`config.mk`:
```
export PLATFORM = sky130hd
export DESIGN_NAME = csp_clock_stop
export DESIGN_NICKNAME = d
export VERILOG_FILES = /design/src/common/csp_pkg.sv /design/src/core/csp_clock_stop.sv
export SDC_FILE = /design/constraint.sdc
export NUM_CORES = 1
export LEC_CHECK = 0
export ABC_AREA = 1
export BUFFER_PORTS_ARGS = -buffer_cell sky130_fd_sc_hd__buf_2
export CAP_MARGIN = 20
export CORE_MARGIN = 2
export CORE_UTILIZATION = 55
export CTS_CLUSTER_SIZE = 8
export DETAILED_ROUTE_END_ITERATION = 10
export GPL_TIMING_DRIVEN = 0
export PLACE_DENSITY_LB_ADDON = 0.25
export SETUP_SLACK_MARGIN = 0.1
export SLEW_MARGIN = 20
export SYNTH_ARGS = -nofsm -noshare
export SYNTH_HDL_FRONTEND = slang
export SYNTH_SLANG_ARGS = --single-unit
```
`constraint.sdc`:
```
create_clock -name clk -period 1.99 [get_ports clk]
set_clock_uncertainty 0.15 [all_clocks]
set_input_delay 0.2985 -clock clk [delete_from_list [all_inputs] [get_ports clk]]
set_output_delay 0.2985 -clock clk [all_outputs]
set_load 0.02 [all_outputs]
```
`src/common/csp_pkg.sv`:
```
package csp_pkg;

  // Register bus widths
  localparam int ADDR_W = 4;
  localparam int DATA_W = 4;

  // Register indices
  localparam logic [ADDR_W-1:0] REG_CTRL = 4'h0;
  localparam logic [ADDR_W-1:0] REG_STATUS = 4'h1;

  // Control register fields
  localparam int CTRL_RLS_EN_BIT = 0;
  localparam logic [DATA_W-1:0] CTRL_RESET = 4'h0;

  // Status register fields
  localparam int STAT_CE_LEVEL_BIT = 0;
  localparam int STAT_EDGE_BIT = 1;
  localparam int STAT_PFD_BIT = 2;
  localparam int STAT_NOP_BIT = 3;

  // Stop instruction operand that is accepted
  localparam logic [3:0] STOP_OPERAND = 4'h0;

  // Timing
  localparam int CLK_PERIOD_PS = 5000;
  localparam int CE_FILTER_MIN_NS = 110;
  localparam int CE_FILTER_MIN_US = 110;
  localparam int CE_FILTER_CYC = (CE_FILTER_MIN_US * 1000 * 1000 + CLK_PERIOD_PS - 1)
    / CLK_PERIOD_PS;
  localparam int OSC_SETTLE_NS = 100;
  localparam int OSC_SETTLE_CYC = (OSC_SETTLE_NS * 1000 + CLK_PERIOD_PS - 1) / CLK_PERIOD_PS;
  localparam int FILT_W = 16;
  localparam int SETTLE_W = 8;

  // Power state, one bit changes on run -> stopped and stopped -> wake
  typedef enum logic [1:0] {
    CSP_RUN = 2'b00,
    CSP_STOPPED = 2'b01,
    CSP_WAKE = 2'b11
  } csp_state_t;

  // Register bus request
  typedef struct packed {
    logic [ADDR_W-1:0] addr;
    logic [DATA_W-1:0] wdata;
    logic wr;
    logic rd;
  } csp_bus_t;

  // Outputs toward the rest of the chip
  typedef struct packed {
    logic oscEnable;
    logic cpuReset;
    logic pcZero;
    logic pcHold;
    logic periphRun;
    logic watchdogRun;
    logic ctrlInit;
    logic serialAbort;
    logic pinsToInput;
    logic pfdEnable;
    logic haltWake;
  } csp_ctl_t;

endpackage

```
`src/core/csp_clock_stop.sv`:
```
// Local design decisions: strobed register access and the address map.
`timescale 1ns/1ps
// How it works
// - Valid stop instruction turns the crystal oscillator off, device stops except the watchdog.
// - Stop acts only with chip enable low; otherwise it is a no-op.
// - Chip enable rising edge releases clock-stop through chip-enable reset.
// - Release pin rising edge wakes the device only if release enable is set.
// - Power-on reset also releases clock-stop.
// - Every release restarts the program at address zero.
// - Power-failure detector stays off while the clock is stopped.
// - Release by power-on reset switches the power-failure detector on.
// - Release pin rising edge is caught in a readable sticky flag.
// - Chip enable high after a no-op stop gives reset at timer 0 carry.
// - Halt pauses only instruction execution; peripherals keep running.
// - Clock-stop halts all peripherals except the watchdog.
// - Other timers stop in clock-stop; watchdog always runs.
// - Control registers hold through halt; valid stop pulses ctrlInit, release enable keeps its value.
// - Halt freezes the program counter; clock-stop clears it to zero.
// - Serial transfer continues in halt; its enabled interrupt ends halt.
// - Clock-stop aborts serial transfer and turns shared pins into inputs.
// - Chip enable pulses shorter than the filter window are ignored.
module csp_clock_stop #(
  parameter int CE_FILT_CYC = csp_pkg::CE_FILTER_CYC
) (
  input wire logic clk,
  input wire logic rst,
  input wire logic clkEn,
  input wire csp_pkg::csp_bus_t bus,
  output logic [csp_pkg::DATA_W-1:0] regRdata,
  input wire logic chipEnable,
  input wire logic clockStopReleasePin,
  input wire logic powerOnReset,
  input wire logic stopExec,
  input wire logic [3:0] stopOperand,
  input wire logic haltActive,
  input wire logic timer0CarryFlag,
  input wire logic serial0RequestFlag,
  input wire logic serial0InterruptEnable,
  output csp_pkg::csp_ctl_t ctl
);
  import csp_pkg::*;

  csp_state_t state_q, state_d;
  logic [FILT_W-1:0] filtCnt_q, filtCnt_d;
  logic ceLevel_q, ceLevel_d;
  logic ceRise;
  logic relPrev_q;
  logic relRise;
  logic relEdge_q, relEdge_d;
  logic relEn_q, relEn_d;
  logic nopPending_q, nopPending_d;
  logic pfd_q, pfd_d;
  logic [SETTLE_W-1:0] settleCnt_q, settleCnt_d;
  logic [DATA_W-1:0] rdata_q, rdata_d;
  csp_ctl_t ctl_q, ctl_d;
  logic stopValid;
  logic stopAsNop;
  logic ceReset;
  logic pinWake;
  logic wakeAny;
  logic settled;
  logic wrCtrl;
  logic wrStatus;
  logic edgeClear;

  function automatic logic regHit(input logic [ADDR_W-1:0] a, input logic [ADDR_W-1:0] idx);
    regHit = (a == idx);
  endfunction

  // Chip enable filter: level follows the pin only after it is stable long enough
  // glitch filter window
  assign ceLevel_d = (filtCnt_q == FILT_W'(CE_FILT_CYC - 1)) ? chipEnable : ceLevel_q;
  assign filtCnt_d = (chipEnable == ceLevel_q && filtCnt_q != FILT_W'(CE_FILT_CYC - 1))
    ? '0 : ((filtCnt_q == FILT_W'(CE_FILT_CYC - 1)) ? '0 : filtCnt_q + FILT_W'(1));
  assign ceRise = (ceLevel_d && !ceLevel_q);

  assign relRise = clockStopReleasePin && !relPrev_q;

  // operand must be all zeros
  // Power-on reset in the same cycle wins, so the detector is never left on while stopped
  assign stopValid = stopExec && (stopOperand == STOP_OPERAND) && !ceLevel_q
    && (state_q == CSP_RUN) && !powerOnReset;
  // stop with chip enable high degrades to a no-op
  assign stopAsNop = stopExec && (stopOperand == STOP_OPERAND) && ceLevel_q
    && (state_q == CSP_RUN);

  // chip-enable reset from a rising edge, or from timer 0 carry
  assign ceReset = ceRise || (nopPending_q && ceLevel_q && timer0CarryFlag);
  // release pin wakes only when enabled
  assign pinWake = relRise && relEn_q;
  assign wakeAny = ceReset || pinWake || powerOnReset;
  assign settled = (settleCnt_q == SETTLE_W'(OSC_SETTLE_CYC - 1));

  // Register decode
  assign wrCtrl = bus.wr && regHit(bus.addr, REG_CTRL);
  assign wrStatus = bus.wr && regHit(bus.addr, REG_STATUS);
  assign edgeClear = wrStatus && bus.wdata[STAT_EDGE_BIT];

  // control register keeps value in halt and across a valid stop
  assign relEn_d = wrCtrl ? bus.wdata[CTRL_RLS_EN_BIT]
    : (stopValid ? relEn_q : relEn_q);

  // set wins over the software clear
  assign relEdge_d = relRise ? 1'b1 : (edgeClear ? 1'b0 : relEdge_q);

  assign nopPending_d = stopAsNop ? 1'b1
    : ((ceReset || !ceLevel_q) ? 1'b0 : nopPending_q);

  // detector off while stopped, on after power-on release
  assign pfd_d = powerOnReset ? 1'b1 : (stopValid ? 1'b0 : pfd_q);

  always_comb begin
    rdata_d = '0;
    if (bus.rd && regHit(bus.addr, REG_CTRL)) begin
      rdata_d[CTRL_RLS_EN_BIT] = relEn_q;
    end else if (bus.rd && regHit(bus.addr, REG_STATUS)) begin
      rdata_d[STAT_CE_LEVEL_BIT] = ceLevel_q;
      rdata_d[STAT_EDGE_BIT] = relEdge_q;
      rdata_d[STAT_PFD_BIT] = pfd_q;
      rdata_d[STAT_NOP_BIT] = nopPending_q;
    end
  end

  always_comb begin
    state_d = state_q;
    settleCnt_d = '0;
    case (state_q)
      CSP_RUN: begin
        if (stopValid) begin
          state_d = CSP_STOPPED;
        end else if (ceReset || powerOnReset) begin
          state_d = CSP_WAKE;
        end
      end
      CSP_STOPPED: begin
        if (wakeAny) begin
          state_d = CSP_WAKE;
        end
      end
      CSP_WAKE: begin
        if (settled) begin
          state_d = CSP_RUN;
        end else begin
          settleCnt_d = settleCnt_q + SETTLE_W'(1);
        end
      end
      default: begin
        state_d = CSP_RUN;
      end
    endcase
  end

  always_comb begin
    ctl_d = '0;
    ctl_d.oscEnable = (state_d != CSP_STOPPED);
    // program restarts from address zero after reset
    ctl_d.cpuReset = (state_d == CSP_WAKE);
    // pc cleared in clock-stop, frozen in halt
    ctl_d.pcZero = (state_d != CSP_RUN);
    ctl_d.pcHold = (state_d == CSP_RUN) && haltActive;
    // peripherals run in halt, stop in clock-stop
    ctl_d.periphRun = (state_d == CSP_RUN);
    ctl_d.watchdogRun = 1'b1;
    // reinitialise control registers on a valid stop
    ctl_d.ctrlInit = stopValid;
    ctl_d.serialAbort = stopValid;
    ctl_d.pinsToInput = (state_d == CSP_STOPPED);
    ctl_d.pfdEnable = pfd_d;
    ctl_d.haltWake = (state_d == CSP_RUN) && haltActive
      && serial0RequestFlag && serial0InterruptEnable;
  end

  always_ff @(posedge clk) begin
    if (rst) begin
      state_q <= CSP_RUN;
      filtCnt_q <= '0;
      ceLevel_q <= 1'b0;
      relPrev_q <= 1'b0;
      relEdge_q <= 1'b0;
      relEn_q <= CTRL_RESET[CTRL_RLS_EN_BIT];
      nopPending_q <= 1'b0;
      pfd_q <= 1'b1;
      settleCnt_q <= '0;
      rdata_q <= '0;
      ctl_q <= '0;
    end else if (clkEn) begin
      state_q <= state_d;
      filtCnt_q <= filtCnt_d;
      ceLevel_q <= ceLevel_d;
      relPrev_q <= clockStopReleasePin;
      relEdge_q <= relEdge_d;
      relEn_q <= relEn_d;
      nopPending_q <= nopPending_d;
      pfd_q <= pfd_d;
      settleCnt_q <= settleCnt_d;
      rdata_q <= rdata_d;
      ctl_q <= ctl_d;
    end
  end

  assign regRdata = rdata_q;
  assign ctl = ctl_q;
endmodule

```
* Word-level counts from Yosys, hierarchy flattened
Cells that the tools add are included.
Word-level totals: bits in registers 46, word-level logic and storage cells 89, output and inout bits 15, input bits 25
Cells by class: add/subtract/negate cells 2, multiplexer cells 19, equality and inequality tests 10, reduce and logical (&&, ||, !) cells 38
Operators by type and width (number):
- 16-bit 2-to-1 mux | 2
- 1-bit logical AND | 20
- 16-bit by 1-bit adder with 16-bit output (second input constant) | 1
- 16-bit by 15-bit == test with 1-bit output (second input constant) | 1
- 8-bit 2-to-1 mux | 2
- 16-bit by 15-bit != test with 1-bit output (second input constant) | 1
- 8-bit by 1-bit adder with 8-bit output (second input constant) | 1
- 8-bit by 5-bit == test with 1-bit output (second input constant) | 1
- 4-bit zero test | 2
- 1-bit 2-to-1 mux | 8
- 2-bit 2-to-1 mux | 4
- 2-bit one-hot mux with 3 select lines | 1
- 2-bit AND reduction | 3
- 2-bit nonzero test | 3
- 1-bit logical OR | 5
- 2-bit by 1-bit == test with 1-bit output (second input constant) | 2
- 2-bit == test (second input constant) | 2
- 4-bit by 1-bit == test with 1-bit output (second input constant) | 1
- 2-bit zero test | 2
- 4-bit 2-to-1 mux | 1
- 1-bit zero test | 3
- 3-bit 2-to-1 mux | 1
- 2-bit by 1-bit != test with 1-bit output (second input constant) | 1
- 1-bit == test | 1

* Logic depth before layout (Yosys ltp)
word-level depth 12, mapped depth 11

* Least setup slack after synthesis
OpenSTA, ideal clock, no wires.
kind flip-flop to flip-flop, from register filtCnt_q[0], to register filtCnt_q[14], setup slack 0.408 ns, setup time 0.122 ns, cell stages (with the launch flop) 9, path buffers 0, data required time 1.718 ns, period minus slack after synthesis 1.582 ns, arrival 1.311 ns, path through dfxtp_1 > ha_1 > nand3_1 > nor2_1 > nand4_2 > nor2_1 > nand2_1 > o21ai_0 > a21oi_1
On the way: longest elaborated chain between the ends 3, elaborated cells between the ends (all ways) 6, those cells by class add/sub: 1; eq/ne: 2; mux: 2; reduce/logical: 1
Ends and longest elaborated chain:
- start: declaration | line csp_clock_stop.sv:44 | logic [FILT_W-1:0] filtCnt_q, filtCnt_d;
- start signal: assignment | line csp_clock_stop.sv:188 | filtCnt_q <= filtCnt_d;
- 16-bit by 1-bit adder with 16-bit output (tied with other cells) | line csp_clock_stop.sv:74 | ? '0 : ((filtCnt_q == FILT_W'(CE_FILT_CYC - 1)) ? '0 : filtCnt_q + FILT_W'(1));
- 16-bit 2-to-1 mux or 1-bit logical AND (tied branches) | line csp_clock_stop.sv:74, csp_clock_stop.sv:73
- 16-bit 2-to-1 mux * | line csp_clock_stop.sv:74
Every way passes the cells marked *; elsewhere a longest branch is shown, timed or not. A chain may end at the register's enable or synchronous reset.

* Worst setup path after layout
from register filtCnt_q[1], to register filtCnt_q[2]
Same word-level chain as after synthesis.

==> impl_results.md <==
* # DRC at 0
* CTS Sinks at 46
* Startpoint Class: register
* TritonCTS Buffers at 5
* CP startpoint: filtCnt_q[1]$_SDFFE_PP0P_
* Skew-Pair Late Insertion Delay at 0.30 ns
* Routed WL per cell at 11.57 um
* Netlist cell types at 37
* Core box area at 0.003943 mm2
* Starting Density at 0.5630
* Die ar. at 0.004560 mm2
* Post-synthesis instance area at 0.002220 mm2
* F_max at 0.5787 GHz
* Crit path DAT at 1.78 ns
* Clock transition at path regs at 0.09 ns
* Synthesized Nets at 336
* Hold buffers post-CTS at 0
* Syn_area_per_cell at 7.183 um2
* DIE WIDTH at 67.53 um
* P&R area growth vs syn at 16.35%
* Initial DRC count at 91
* Sequential Area at 922.1 um2
* Layout cells sized above 1 at 0.2045
* Via density at 5.152
* # nets final at 378
* Final TNS setup at 0 ns
* # fillers at 322
* Util after Layout at 0.6550
* Post-route ant nets at 0
* Postcts setup bufs at 0
* Critical path's slowest cell: dfxtp_1
* Synth warn at 0
* HP Start: haltActive
* Pleak at 1.065 nW
* Final Max Tran Viols at 0
* Vias at 2071
* CP top delay family: simple AND/OR/NAND/NOR gates
* Antenna cell count at 0
* Cells after Synth at 309
* Tot Pwr at 1.857 mW
* Row cnt at 23
* Worst path most repeated cell: nand2_1
* Status: finished clean
* Max cap viols at 0
* Vias in the first global route at 1819
* Delay of the slowest cell on the worst path at 0.37 ns
* Clock Root Buffer: clkbuf_8
* Period Utilization, post-route at 0.8683
* Final setup vio count at 0
* RSZ-0062 raised after global routing: no
* Max Root-Sink Buffers at 2
* Final GP Congestion at 0.8873
* First drt pass iteration count at 4
* WP buf/inv at 1
* Maximum fanout count along the critical path at 10
* CTS tree: built
* Seq/Total Area, Yosys at 0.4149
* Placed cells at 394
* Final WL at 4651 um
* CP cell instances: ha_1 > nand3_2 > nor2_2 > nand2_1 > o21ai_1 > nand2_1 > nand2_1 > buf_4 > nor3_1
* Synthesized flop and latch total at 46
* Fin cells at 402
* Dpl hpwl at 3435 um
* Final count of hold timing violations at 0
* Peak VDD IR at 0.4437 mV
* Worst-margin pin slew at 0.5325 ns
* Pin count of the biggest net entering global routing at 16
* Total gr overflow at 0
* GRT Overall Usage at 0.2345
* Ports at 40
* Worst EP required at 2.04 ns
* Global-route wire length before repair at 8066 um
* CP Class: reg2reg
* Die H at 67.53 um
* Worst hold path type: in2reg
* Worst rel slew slack at 0.6450
* Cell Pwr Density at 719.2 mW/mm2
* H-tree depth at 2
* CP endpoint kind: register
* Initial antenna violation count at 0
* IO Port Bufs at 35
* RR Startpoint: filtCnt_q[1]$_SDFFE_PP0P_
* Area occupied by multi-input gates at 0.001127 mm2
* Min Tclk post-route at 1.728 ns
-- routing by layer --
metal | track usage | wire (um)
met5 | 0 | 0
met4 | 0.07653 | 72
met3 | 0.05333 | 242
met2 | 0.3750 | 2142
met1 | 0.3128 | 2194
-- flip-flops by register name (all words and copies together) (netlist names) --
name / cells
ceLevel_q: 1
ctl: 10
filtCnt_q: 16
nopPending_q: 1
pfd_q: 1
regRdata: 4
relEdge_q: 1
relEn_q: 1
relPrev_q: 1
settleCnt_q: 8
state_q: 2
-- placed cells by master, fill, tap and decap left out, drive strengths merged, types with 6 or more instances in the layout --
cell,Yosys,final
nor3,7,7
buf,4,39
nand4,6,6
xor2,9,9
dfxtp,46,46
nand3,20,20
nor2,56,56
inv,30,30
o21ai,13,13
a21oi,29,29
nand2,64,64
clkbuf,7,12
-- cells in the mapped netlist (all sizes together) --
cell | n | area, um2
inv | 30 | 112.6
or2 | 1 | 6.260
nand3b | 2 | 15.01
nor3 | 7 | 46.30
ha | 2 | 25.02
nor4 | 1 | 6.260
a21oi | 29 | 152.7
a41oi | 1 | 8.760
xnor2 | 2 | 17.52
nor2 | 56 | 227.7
clkinv | 1 | 5.000
xor2 | 9 | 78.83
dfxtp | 46 | 920.9
o21bai | 2 | 18.77
a21boi | 1 | 7.510
nand3 | 20 | 110.1
clkbuf | 7 | 36.28
a31oi | 1 | 6.260
nor3b | 1 | 7.510
o21ai | 13 | 65.06
o211ai | 2 | 15.01
buf | 4 | 27.52
nand2 | 64 | 250.2
nand4 | 6 | 43.79
a31o | 1 | 8.760
-- stage by stage --
stage | cell area [um2] | worst slack (ns) | hold WS, ns
floorplan | 2220 | 0.4080 | 0.2856
global placement | 2457 | 0.2191 | 0.2981
detailed placement | 2457 | 0.1831 | 0.3030
CTS | 2571 | 0.1751 | 0.1100
global route | 2582 | 0.09250 | 0.1234
finish | 2582 | 0.2621 | 0.1199
-- kinds of logic after synthesis --
kind of cell	count (synthesis)	synth area share
xor+xnor	11	0.04341
flops	46	0.4149
buf+inv	42	0.08173
fa+ha+maj	2	0.01127
compound gates	50	0.1274
simple gates	158	0.3213
-- worst paths after layout --
kind	slack, ns	endpoint	cells after the start
hold / removal	0.12	ctl[7]$_SDFFE_PP0P_	3
setup / recovery	0.26	filtCnt_q[2]$_SDFFE_PP0P_	9
setup reg to reg	0.26	filtCnt_q[2]$_SDFFE_PP0P_	9
hold reg to reg	0.32	ctl[6]$_SDFFE_PP0P_	2
-- cell type report --
class | count | share of cell area
Buffer | 11 | 0.02471
Timing Repair Buffer | 35 | 0.06783
Inverter | 31 | 0.04554
Tap cell | 50 | 0.02422
Clock inverter | 3 | 0.01744
Multi-Input combinational cell | 221 | 0.4365
Clock buffer | 5 | 0.02665
Sequential cell | 46 | 0.3571
-- power by group --
part,switching (mW),total [mW],internal [mW]
clock network,0.332,0.705,0.374
registers,0.0165,0.962,0.946
logic,0.118,0.190,0.0718
total,0.466,1.86,1.39
-- what timing repair did --
item / in CTS / in global routing
hold endpoints to repair: 0 / 0
gates resized for setup: 0 / 5
setup endpoints to repair: 0 / 18
-- worst reg2reg max path, stage by stage (launching register included) --
cell,delay [ns]
dfxtp_1,0.37
ha_1,0.22
nand3_2,0.14
nor2_2,0.21
nand2_1,0.07
o21ai_1,0.09
nand2_1,0.07
nand2_1,0.08
buf_4,0.17
nor3_1,0.06
Note: power is estimated with default switching activity, not from simulation.
